File: src/hw/mrs_cfg.svh
`ifndef MRS_CFG_SVH
`define MRS_CFG_SVH

// register offsets
`define MRS_OFS_CTRL      8'h00
`define MRS_OFS_STATUS    8'h04
`define MRS_OFS_IRQ_STAT  8'h08
`define MRS_OFS_IRQ_CLR   8'h0c
`define MRS_OFS_IRQ_EN    8'h10
`define MRS_OFS_TX_DATA   8'h14

// control fields
`define MRS_CTRL_BRIDGE   0
`define MRS_CTRL_SLEEP    1
`define MRS_CTRL_RESET    2'h0

// status fields
`define MRS_ST_MODE_LSB   0
`define MRS_ST_MODE_MSB   2
`define MRS_ST_AUTOBAUD   3
`define MRS_ST_BRIDGE     4
`define MRS_ST_FLAG       5
`define MRS_ST_TX_BUSY    6
`define MRS_ST_SLEEP_OK   7
`define MRS_ST_OSC_SEEN   8

// event bits, shared by status, clear and enable
`define MRS_EV_MODE       0
`define MRS_EV_BR_EXIT    1
`define MRS_EV_SOCK       2
`define MRS_EV_TX_DONE    3
`define MRS_EV_TX_DROP    4
`define MRS_EV_W          5
`define MRS_IRQ_EN_RESET  5'h00

// timing
`define MRS_CLK_KHZ       250000
`define MRS_MODE_SELECT_N_HOLD_MS  5000
`define MRS_MON_BAUD      115200
`define MRS_SETTLE_CYC    2'h2

`endif

File: src/hw/mrs_pkg.sv
package mrs_pkg;
   typedef enum logic [2:0] {
      MRS_START   = 3'b000,
      MRS_TIMING  = 3'b001,
      MRS_APP     = 3'b010,
      MRS_MONITOR = 3'b011
   } mrs_state_t;

   typedef enum logic [1:0] {
      MRS_TX_IDLE  = 2'b00,
      MRS_TX_SHIFT = 2'b01
   } mrs_tx_state_t;
endpackage

File: src/hw/mrs_mode_reset_status.sv
// Chosen here: the placing of the registers and the strobed register port.
`timescale 1ns/10ps
`include "mrs_cfg.svh"

// Summary of operation
// - select low five seconds enters monitor mode
// - shorter low hold requests automatic baud detection
// - select falling exits transparent bridge mode; a low force input brings it back a cycle later
// - hard reset low clears all logic except the select synchroniser and the read data register
// - monitor mode: dual pin carries serial tx
// - application mode: flag rises on new data
// - application mode: flag falls on host read
// - application mode: force input low selects bridge mode
// - sleep inhibit high prevents sleep
module mrs_mode_reset_status #(
   parameter int unsigned HOLD_CYCLES = `MRS_MODE_SELECT_N_HOLD_MS * `MRS_CLK_KHZ,
   parameter int unsigned BAUD_DIV    =
      (`MRS_CLK_KHZ * 1000) / `MRS_MON_BAUD
) (
   // clock and reset
   input  wire logic          mclk_i,
   input  wire logic          rstn_i,
   // strap and status pins
   input  wire logic          hard_reset_in_n_i,
   input  wire logic          mode_select_n_i,
   input  wire logic          force_bridge_n_i,
   input  wire logic          sleep_inhibit_i,
   input  wire logic          oscillator_in_i,
   // socket events from the application
   input  wire logic          socket_new_data_i,
   input  wire logic          socket_read_i,
   // register port
   input  wire logic [7:0]    reg_addr_i,
   input  wire logic [31:0]   reg_wdata_i,
   input  wire logic          reg_wr_i,
   input  wire logic          reg_rd_i,
   output logic [31:0]        reg_rdata_o,
   // status outputs
   output mrs_pkg::mrs_state_t mode_o,
   output logic               autobaud_o,
   output logic               bridge_mode_o,
   output logic               sleep_allowed_o,
   output logic               dual_pin_o,
   output logic               irq_o
);
   import mrs_pkg::*;

   localparam int HW = $clog2(HOLD_CYCLES + 1);

   initial begin
      if (HOLD_CYCLES < 4) $error("HOLD_CYCLES must be at least 4");
      if (BAUD_DIV < 2) $error("BAUD_DIV must be at least 2");
   end

   function automatic logic hit(input logic [7:0] a, input logic [7:0] o);
      return a == o;
   endfunction

   // mode and timing state
   mrs_state_t         state;
   logic [1:0]         settle_cnt;
   logic [HW-1:0]      hold_cnt;
   logic               autobaud;
   // pin synchronisers
   logic               mode_select_n_meta;
   logic               mode_select_n_s;
   logic               mode_select_n_d;
   logic               osc_meta;
   logic               osc_s;
   logic               osc_d;
   logic               osc_seen;
   // software state
   logic [1:0]         ctrl;
   logic [`MRS_EV_W-1:0] irq_stat;
   logic [`MRS_EV_W-1:0] irq_en;
   logic [`MRS_EV_W-1:0] ev;
   logic [`MRS_EV_W-1:0] clr_mask;
   logic [`MRS_EV_W-1:0] next_irq_stat;
   // data paths
   logic               sock_flag;
   logic               bridge_exit;
   logic               mode_done;
   logic               tx_start;
   logic               tx_drop;
   logic               tx_busy;
   logic               tx_done;
   logic               tx_line;
   logic               wr_tx;
   logic [31:0]        status_word;

   // the hard reset pin is taken as a synchronous clear so that a
   // glitch on it never reaches the asynchronous tree
   wire logic hclr = !hard_reset_in_n_i;

   // only the second and third stages are looked at; the first may go metastable
   always_ff @(posedge mclk_i or negedge rstn_i) begin
      if (!rstn_i) begin
         mode_select_n_meta <= 1'b1;
         mode_select_n_s    <= 1'b1;
         mode_select_n_d    <= 1'b1;
      end else begin
         mode_select_n_meta <= mode_select_n_i;
         mode_select_n_s    <= mode_select_n_meta;
         mode_select_n_d    <= mode_select_n_s;
      end
   end

   always_ff @(posedge mclk_i or negedge rstn_i) begin
      if (!rstn_i) begin
         osc_meta <= 1'b0;
         osc_s    <= 1'b0;
         osc_d    <= 1'b0;
         osc_seen <= 1'b0;
      end else if (hclr) begin
         osc_meta <= 1'b0;
         osc_s    <= 1'b0;
         osc_d    <= 1'b0;
         osc_seen <= 1'b0;
      end else begin
         osc_meta <= oscillator_in_i;
         osc_s    <= osc_meta;
         osc_d    <= osc_s;
         if (osc_s && !osc_d) osc_seen <= 1'b1;
      end
   end

   // power-up strap decode: time how long select stays low
   always_ff @(posedge mclk_i or negedge rstn_i) begin
      if (!rstn_i) begin
         state      <= MRS_START;
         settle_cnt <= 2'h0;
         hold_cnt   <= '0;
         autobaud   <= 1'b0;
         mode_done  <= 1'b0;
      end else if (hclr) begin
         state      <= MRS_START;
         settle_cnt <= 2'h0;
         hold_cnt   <= '0;
         autobaud   <= 1'b0;
         mode_done  <= 1'b0;
      end else begin
         mode_done <= 1'b0;
         unique case (state)
            MRS_START: begin
               // wait out the synchroniser before trusting the pin
               if (settle_cnt == `MRS_SETTLE_CYC) begin
                  if (!mode_select_n_s) begin
                     state    <= MRS_TIMING;
                     hold_cnt <= HW'(`MRS_SETTLE_CYC) + HW'(1);
                  end else begin
                     state     <= MRS_APP;
                     mode_done <= 1'b1;
                  end
               end else begin
                  settle_cnt <= settle_cnt + 2'h1;
               end
            end
            MRS_TIMING: begin
               if (mode_select_n_s) begin
                  state     <= MRS_APP;
                  autobaud  <= 1'b1;
                  mode_done <= 1'b1;
               end else if (hold_cnt >= HW'(HOLD_CYCLES - 1)) begin
                  state     <= MRS_MONITOR;
                  mode_done <= 1'b1;
               end else begin
                  hold_cnt <= hold_cnt + HW'(1);
               end
            end
            MRS_APP: begin
               state <= MRS_APP;
            end
            MRS_MONITOR: begin
               state <= MRS_MONITOR;
            end
            default: begin
               state <= MRS_START;
            end
         endcase
      end
   end

   // a falling select in application mode drops the bridge request
   assign bridge_exit = (state == MRS_APP) && bridge_mode_o
                        && mode_select_n_d && !mode_select_n_s;

   // control register; the hardware exit beats a software write
   always_ff @(posedge mclk_i or negedge rstn_i) begin
      if (!rstn_i) begin
         ctrl <= `MRS_CTRL_RESET;
      end else if (hclr) begin
         ctrl <= `MRS_CTRL_RESET;
      end else begin
         if (reg_wr_i && hit(reg_addr_i, `MRS_OFS_CTRL)) begin
            ctrl <= reg_wdata_i[1:0];
         end
         if (bridge_exit) begin
            ctrl[`MRS_CTRL_BRIDGE] <= 1'b0;
         end
      end
   end

   // socket data flag: a new arrival wins over a read in the same cycle
   always_ff @(posedge mclk_i or negedge rstn_i) begin
      if (!rstn_i) begin
         sock_flag <= 1'b0;
      end else if (hclr || state != MRS_APP) begin
         sock_flag <= 1'b0;
      end else if (socket_new_data_i) begin
         sock_flag <= 1'b1;
      end else if (socket_read_i) begin
         sock_flag <= 1'b0;
      end
   end

   // monitor transmitter; bytes written while it is busy are dropped
   assign wr_tx    = reg_wr_i && hit(reg_addr_i, `MRS_OFS_TX_DATA)
                     && (state == MRS_MONITOR);
   assign tx_start = wr_tx && !tx_busy;
   assign tx_drop  = wr_tx && tx_busy;

   mrs_serial_tx #(
      .BAUD_DIV (BAUD_DIV)
   ) u_tx (
      .mclk_i   (mclk_i),
      .rstn_i   (rstn_i),
      .clear_i  (hclr),
      .start_i  (tx_start),
      .data_i   (reg_wdata_i[7:0]),
      .busy_o   (tx_busy),
      .done_o   (tx_done),
      .tx_o     (tx_line)
   );

   // registered pin and mode outputs
   always_ff @(posedge mclk_i or negedge rstn_i) begin
      if (!rstn_i) begin
         mode_o          <= MRS_START;
         autobaud_o      <= 1'b0;
         bridge_mode_o   <= 1'b0;
         sleep_allowed_o <= 1'b0;
         dual_pin_o      <= 1'b0;
      end else if (hclr) begin
         mode_o          <= MRS_START;
         autobaud_o      <= 1'b0;
         bridge_mode_o   <= 1'b0;
         sleep_allowed_o <= 1'b0;
         dual_pin_o      <= 1'b0;
      end else begin
         mode_o        <= state;
         autobaud_o    <= autobaud;
         bridge_mode_o <= (state == MRS_APP) && !bridge_exit
                          && (!force_bridge_n_i
                              || ctrl[`MRS_CTRL_BRIDGE]);
         sleep_allowed_o <= !sleep_inhibit_i
                            && ctrl[`MRS_CTRL_SLEEP];
         if (state == MRS_MONITOR) begin
            dual_pin_o <= tx_line;
         end else begin
            dual_pin_o <= sock_flag;
         end
      end
   end

   // interrupt events; a set in the clearing cycle survives
   always_comb begin
      ev                     = '0;
      ev[`MRS_EV_MODE]       = mode_done;
      ev[`MRS_EV_BR_EXIT]    = bridge_exit;
      ev[`MRS_EV_SOCK]       = (state == MRS_APP) && socket_new_data_i
                               && !sock_flag;
      ev[`MRS_EV_TX_DONE]    = tx_done;
      ev[`MRS_EV_TX_DROP]    = tx_drop;
      clr_mask               = '0;
      if (reg_wr_i && hit(reg_addr_i, `MRS_OFS_IRQ_CLR)) begin
         clr_mask = reg_wdata_i[`MRS_EV_W-1:0];
      end
      next_irq_stat = (irq_stat & ~clr_mask) | ev;
   end

   always_ff @(posedge mclk_i or negedge rstn_i) begin
      if (!rstn_i) begin
         irq_stat <= '0;
         irq_en   <= `MRS_IRQ_EN_RESET;
         irq_o    <= 1'b0;
      end else if (hclr) begin
         irq_stat <= '0;
         irq_en   <= `MRS_IRQ_EN_RESET;
         irq_o    <= 1'b0;
      end else begin
         irq_stat <= next_irq_stat;
         if (reg_wr_i && hit(reg_addr_i, `MRS_OFS_IRQ_EN)) begin
            irq_en <= reg_wdata_i[`MRS_EV_W-1:0];
         end
         irq_o <= |(next_irq_stat & irq_en);
      end
   end

   // status word
   always_comb begin
      status_word                           = '0;
      status_word[`MRS_ST_MODE_MSB:`MRS_ST_MODE_LSB] = state;
      status_word[`MRS_ST_AUTOBAUD]         = autobaud;
      status_word[`MRS_ST_BRIDGE]           = bridge_mode_o;
      status_word[`MRS_ST_FLAG]             = sock_flag;
      status_word[`MRS_ST_TX_BUSY]          = tx_busy;
      status_word[`MRS_ST_SLEEP_OK]         = sleep_allowed_o;
      status_word[`MRS_ST_OSC_SEEN]         = osc_seen;
   end

   // read data stand only in the cycle after the strobe
   always_ff @(posedge mclk_i or negedge rstn_i) begin
      if (!rstn_i) begin
         reg_rdata_o <= '0;
      end else if (reg_rd_i) begin
         unique case (reg_addr_i)
            `MRS_OFS_CTRL:     reg_rdata_o <= {30'h0, ctrl};
            `MRS_OFS_STATUS:   reg_rdata_o <= status_word;
            `MRS_OFS_IRQ_STAT: reg_rdata_o <= {27'h0, irq_stat};
            `MRS_OFS_IRQ_EN:   reg_rdata_o <= {27'h0, irq_en};
            default:           reg_rdata_o <= '0;
         endcase
      end else begin
         reg_rdata_o <= '0;
      end
   end
endmodule

File: src/hw/mrs_serial_tx.sv
`timescale 1ns/10ps
module mrs_serial_tx #(
   parameter int unsigned BAUD_DIV = 2170
) (
   // clock and reset
   input  wire logic       mclk_i,
   input  wire logic       rstn_i,
   input  wire logic       clear_i,
   // byte request
   input  wire logic       start_i,
   input  wire logic [7:0] data_i,
   // state and line
   output logic            busy_o,
   output logic            done_o,
   output logic            tx_o
);
   import mrs_pkg::*;

   localparam int DW = $clog2(BAUD_DIV + 1);

   initial begin
      if (BAUD_DIV < 2) $error("BAUD_DIV must be at least 2");
   end

   mrs_tx_state_t   state;
   logic [9:0]      frame;
   logic [3:0]      bits_left;
   logic [DW-1:0]   div_cnt;

   // 8n1 frame, lsb first; line idles high
   always_ff @(posedge mclk_i or negedge rstn_i) begin
      if (!rstn_i) begin
         state     <= MRS_TX_IDLE;
         frame     <= 10'h3ff;
         bits_left <= 4'h0;
         div_cnt   <= '0;
         done_o    <= 1'b0;
      end else if (clear_i) begin
         state     <= MRS_TX_IDLE;
         frame     <= 10'h3ff;
         bits_left <= 4'h0;
         div_cnt   <= '0;
         done_o    <= 1'b0;
      end else begin
         done_o <= 1'b0;
         unique case (state)
            MRS_TX_IDLE: begin
               if (start_i) begin
                  frame     <= {1'b1, data_i, 1'b0};
                  bits_left <= 4'ha;
                  div_cnt   <= DW'(BAUD_DIV - 1);
                  state     <= MRS_TX_SHIFT;
               end
            end
            MRS_TX_SHIFT: begin
               if (div_cnt != '0) begin
                  div_cnt <= div_cnt - 1'b1;
               end else if (bits_left == 4'h1) begin
                  frame   <= 10'h3ff;
                  state   <= MRS_TX_IDLE;
                  done_o  <= 1'b1;
               end else begin
                  frame     <= {1'b1, frame[9:1]};
                  bits_left <= bits_left - 1'b1;
                  div_cnt   <= DW'(BAUD_DIV - 1);
               end
            end
         endcase
      end
   end

   assign tx_o   = frame[0];
   assign busy_o = (state == MRS_TX_SHIFT);
endmodule

File: config.mk
export PLATFORM = sky130hd
export DESIGN_NAME = mrs_mode_reset_status
export DESIGN_NICKNAME = d
export VERILOG_FILES = /design/src/hw/mrs_pkg.sv /design/src/hw/mrs_mode_reset_status.sv /design/src/hw/mrs_serial_tx.sv
export VERILOG_INCLUDE_DIRS = /design/src /design/src/hw
export SDC_FILE = /design/constraint.sdc
export NUM_CORES = 1
export LEC_CHECK = 0
export ABC_AREA = 1
export BUFFER_PORTS_ARGS = -buffer_cell sky130_fd_sc_hd__buf_2
export CORE_ASPECT_RATIO = 0.9
export CORE_MARGIN = 4
export CORE_UTILIZATION = 55
export DETAILED_ROUTE_END_ITERATION = 12
export PLACE_DENSITY = 0.77
export SYNTH_ARGS = -nofsm -noshare
export SYNTH_HDL_FRONTEND = slang
export SYNTH_SLANG_ARGS = --single-unit
File: constraint.sdc
create_clock -name mclk_i -period 2.5 [get_ports mclk_i]
set_input_delay 0.125 -clock mclk_i [delete_from_list [all_inputs] [get_ports mclk_i]]
set_output_delay 0.125 -clock mclk_i [all_outputs]
set_load 0.01 [all_outputs]
Yosys cells after proc, flatten, opt, wreduce, memory -nomap -nowiden
Cells that the tools add are included.
Widths: inputs -> output; s select.
Storage, ports and cells
  flip-flop bits (word level): 127
  latch bits: 0
  memory bits (writable): 0
  bits in read-only memories: 0
  bits of input ports: 51
  output and inout bits: 40
  word-level logic and storage cells: 181
  memories: 0
Operators by class
  add/subtract/negate cells: 4
  multiply operators: 0
  div/mod/pow operators: 0
  $lt $le $gt $ge: 1
  equality and inequality tests: 31
  shifts and indexed selects: 0
  mux-type cells: 72
  bitwise logic cells: 4
  reduce and logical (&&, ||, !) cells: 40
Operator list (number)
  $mux 31: 5
  $pmux 31 s2: 1
  $mux 12: 4
  $pmux 9 s4: 1
  $mux 32: 1
  $add 31x1->31 const B: 1
  $ge 31x31->1 const B: 1
  $mux 10: 3
  $mux 1: 27
  $pmux 12 s2: 1
  $ne 3x3->1 const B: 7
  $mux 2: 10
  $mux 5: 4
  $pmux 10 s2: 1
  $eq 8x4->1 const B: 2
  $eq 8x5->1 const B: 2
  $logic_and 1x1->1: 16
  $mux 4: 4
  $mux 3: 5
  $ne 2x1->1 const B: 6
  $pmux 3 s4: 1
  $reduce_bool 12->1: 1
  $sub 12x1->12 const B: 1
  $and 5x5->5: 2
  29 further kinds: 45

Longest topological paths before layout
  depth in word-level cells: 9
  mapped depth: 11
  mapped depth without buffers: 11

Hierarchy
A second synthesis with hierarchy kept.
Second synthesis, totals
  cell total of the unflattened synthesis: 849
  area total of the unflattened synthesis: 6145.9 µm²
By module, submodules not included
  mrs_mode_reset_status: times used 1, cells each 647, area an instance 4490.6 µm²
  mrs_serial_tx: times used 1, cells each 202, area an instance 1655.3 µm²

Least setup slack after synthesis
No wires, ideal clock.
  kind: register to register
  start: register u_tx.div_cnt[0]
  end: register u_tx.bits_left[0]
  arrival: 1474 ps
  slack: 898 ps
  cell stages (with the launch flop): 11
  buffers on the path: 1
  clock period less this slack: 1602 ps
  cells stage by stage: dfrtp_1 inv_1 ha_1 nand2_2 nor3_4 inv_2 nand2_2 nand2_2 buf_6 nor2_8 o21ai_0
Between the ends
  longest elaborated chain between the ends: 3
Ends and longest elaborated chain
  start, declared: line mrs_serial_tx.sv:28  | logic [DW-1:0] div_cnt;
  start signal, assigned: line mrs_serial_tx.sv:51  | div_cnt <= DW'(BAUD_DIV - 1);
  start signal, assigned: line mrs_serial_tx.sv:57  | div_cnt <= div_cnt - 1'b1;
  start signal, assigned: line mrs_serial_tx.sv:65  | div_cnt <= DW'(BAUD_DIV - 1);
  $reduce_bool 12->1: line mrs_serial_tx.sv:56  | if (div_cnt != '0) begin
  $ne 3x3->1 (no line)
  $reduce_and 3->1 (no line)
  end signal, assigned: line mrs_serial_tx.sv:64  | bits_left <= bits_left - 1'b1;
  end, declared: line mrs_serial_tx.sv:27  | logic [3:0] bits_left;
No other way between the ends.
A chain may end at the register's enable or synchronous reset.

Worst setup path after layout
  start: register hold_cnt[0]
  end: register hold_cnt[18]
Between the ends
  longest elaborated chain between the ends: 5
  elaborated cells on any way between the ends: 8
  those cells by class: 1 x add/sub; 1 x order compare; 1 x eq/ne; 4 x mux; 1 x reduce/logical
Ends and longest elaborated chain
  start, declared: line mrs_mode_reset_status.sv:62  | logic [HW-1:0] hold_cnt;
  start signal, assigned: line mrs_mode_reset_status.sv:149  | hold_cnt <= HW'(`MRS_SETTLE_CYC) + HW'(1);
  start signal, assigned: line mrs_mode_reset_status.sv:167  | hold_cnt <= hold_cnt + HW'(1);
  $add 31x1->31: line mrs_mode_reset_status.sv:167
  $mux 31: line mrs_mode_reset_status.sv:163  | end else if (hold_cnt >= HW'(HOLD_CYCLES - 1)) begin
  $mux 31: line mrs_mode_reset_status.sv:159  | if (mode_select_n_s) begin
  $pmux 31 s2: line mrs_mode_reset_status.sv:143  | unique case (state)
  $mux 31: line mrs_mode_reset_status.sv:135  | end else if (hclr) begin
Several ways; a longest one is shown, not always the timed one. The select of a mux whose other input is x is not followed.

==> impl_metrics.json <==
{
  "io_pins": 91,
  "first_global_vias": 4939,
  "finalHoldViolations": 0,
  "ir_worst_vdd_v": 0.000309,
  "fin_crit_sh_pct": 80.1,
  "yosysSeqAreaShare_pct": 40.6,
  "dr.first_iter.drc_count": 477,
  "ys_async_sr_fraction_pct": 100,
  "clockBufferDepth": 2,
  "grt_pass1_wl_um": 24300,
  "synth_edf_count": 0,
  "setup-tns-final_ps": 0,
  "whs_path_depth": 3,
  "r2r_start": "hold_cnt[0]$_DFFE_PN0P_",
  "synth_cell_types": 42,
  "drt-pass1-iter-count": 5,
  "dp_cells": 1031,
  "clk_pin_slew_ps": 70,
  "clk_latency_ps": 350,
  "via_per_inst": 5.21,
  "syn_avg_cell_area_sq_um": 7.25,
  "p_leak_nw": 3.23,
  "cts_buffers": 9,
  "core_sq_um": 10900,
  "grt-ovfl-total": 0,
  "setup.worst_path.class": "flip-flop to flip-flop",
  "finalSetupViolCount": 0,
  "status": "finished, final reports clean",
  "synth.ff_latch_count": 100,
  "start_util_pct": 56.9,
  "stdcell_count": 1052,
  "rsz0062_at_grt": "no",
  "synth_top_cell_area_share_pct": 35.5,
  "hp-start": "reg_rd_i",
  "place_hpwl_um": 10100,
  "place.gp.congestion": 0.925,
  "timing.final.ws_setup_ps": 499,
  "ys_top_cells_by_count": "nand2_1 (238), nor2_1 (124), nand3_1 (93), dfrtp_1 (88), inv_1 (71)",
  "end_kind": "flip-flop",
  "crit_required_ps": 2730,
  "synth_most_common_cell": "nand2_1",
  "reg2reg_slack_ps": 500,
  "cts_resized": 0,
  "port-buffer-count": 42,
  "yosysWarnings": 0,
  "hold_path.class": "input pin to flip-flop",
  "drive_above_1_share_pct": 14.6,
  "cts_setup_buffers": 0,
  "slew_viol_final": 0,
  "max_cap_viol_count": 0,
  "r2r-end": "hold_cnt[18]$_DFFE_PN0P_",
  "start_kind": "flip-flop",
  "drc": 0,
  "cts-root-buf": "clkbuf_16",
  "fin_crit_ps": 2000,
  "dr_total_vias": 5483,
  "die_w_um": 120,
  "syn_inst": 855,
  "routed_wl_um": 14300,
  "crit_fanout": 31,
  "arrival_ps": 2230,
  "cts_sinks": 100,
  "hold_end": "reg_rdata_o[3]$_DFF_PN0_",
  "synthFlopType": "dfrtp_1",
  "place_ws_ps": 549,
  "die_h_um": 109,
  "tightestPinTransition_ps": 572,
  "yosysTopAreaCell": "dfrtp_1",
  "total_power_mw": 3.76,
  "fmax_ghz": 0.500,
  "htree_levels": 3,
  "area_growth_pct": 8.98,
  "wl_per_cell_um": 13.6,
  "final_antenna_net_count": 0,
  "die-area_sq_um": 13000,
  "cts_tree": "yes",
  "syn_area_sq_um": 6200,
  "fin_skew_ps": 11.4,
  "max_slew_margin_pct": 61.9,
  "ys_top_cells_by_area": "dfrtp_1 (36%), nand2_1 (14%), nand3_1 (7.5%), nor2_1 (7.5%), dfstp_2 (5.1%)",
  "grt_max_degree": 44,
  "worstRegToRegCells": 10,
  "powerDensity_nw_per_um2": 557,
  "ctsHoldBuffers": 5,
  "global_route.usage.total_pct": 23.0,
  "rows": 36,
  "diodes": 0,
  "antenna_found_initial": 0,
  "nNetsFinal": 952,
  "fin_util_pct": 62.0
}
## report_power, final
part           internal [mW]  switching [mW]
logic                  0.201           0.436
registers               1.75          0.0913
clock network          0.680           0.612
total                   2.63            1.14
## critical path, cell delays in order (launching register included)
cell and delay [ps]:
dfrtp_1 400, ha_1 250, nand3_2 140, inv_2 150
nand2_1 70, nor2_1 140, nand2_1 120, nand3_2 130
nand2_4 250, nand3_1 190, nand2_1 60
## per-stage QoR
step           area (sq um)  hold WS [ps]
2_1_floorplan          6280          -171
3_3_place_gp           6430           161
3_5_place_dp           6430           162
4_1_cts                6750          7.79
5_1_grt                6750          18.2
6_report               6750          8.64
## flip-flops by register name, summed over array words and instances, names as in the netlist, 2 cells and up
signal and count:
u_tx.bits_left 4, u_tx.frame 9, mode_o 2, settle_cnt 2, u_tx.div_cnt 12, irq_stat 5
irq_en 5, hold_cnt 31, reg_rdata_o 9, ctrl 2, state 2
## metal layers
layer	vias up	part of all wire, %	GRT usage, %
met5	-	0	0
met4	0	0.79	4.74
met3	9	7.9	4.56
met2	214	44	34.6
met1	2490	48	34.6
li1	2770	-	-
## cell type report
| cell class | instances | area, sq um |
|---|---|---|
| flip-flops and latches | 100 | 2520 |
| inverters | 80 | 300 |
| clock buffers | 11 | 233 |
| repair buffers | 55 | 348 |
| well taps | 152 | 190 |
| fillers | 991 | 4150 |
| clock inverters | 5 | 37.5 |
| multi-input cells | 649 | 3130 |
## how the worst max path moves through the flow
| stage | start | to | slack [ps] | cells after the start |
|---|---|---|---|---|
| 3_3_place_gp | hold_cnt[0]$_DFFE_PN0P_ | hold_cnt[14]$_DFFE_PN0P_ | 580 | 10 |
| 3_5_place_dp | hold_cnt[0]$_DFFE_PN0P_ | hold_cnt[8]$_DFFE_PN0P_ | 550 | 10 |
| 4_1_cts | hold_cnt[0]$_DFFE_PN0P_ | hold_cnt[8]$_DFFE_PN0P_ | 520 | 10 |
| 6_report | hold_cnt[0]$_DFFE_PN0P_ | hold_cnt[18]$_DFFE_PN0P_ | 500 | 10 |
| 2_1_floorplan | u_tx.div_cnt[0]$_DFFE_PN0P_ | u_tx.bits_left[0]$_DFFE_PN0P_ | 900 | 10 |
| 5_1_grt | hold_cnt[0]$_DFFE_PN0P_ | hold_cnt[18]$_DFFE_PN0P_ | 350 | 10 |
## logic make-up after synthesis
| kind of cell | Yosys count | share of synthesized area (%) |
|---|---|---|
| DFF | 100 | 40.6 |
| adders and majority gates | 6 | 1.21 |
| AOI/OAI and AO/OA | 92 | 8.22 |
| buffers and inverters | 129 | 10.3 |
| other | 1 | 0.0605 |
| and+or+nand+nor | 514 | 37.8 |
| xor gates and xnor gates | 13 | 1.84 |
## cells in the final DEF, fill, tap and decap left out, types with 8 or more instances in the layout
master	instances
nand3_1	93
nand2_2	8
dfrtp_1	88
o21ai_0	42
nor2_1	124
dfstp_2	12
nand3_2	13
buf_2	41
nor2_2	8
inv_1	71
clkbuf_16	9
o22ai_1	12
nand2_1	238
inv_2	8
a21oi_1	27
conb_1	24
Power figures use the tool's default switching activity.
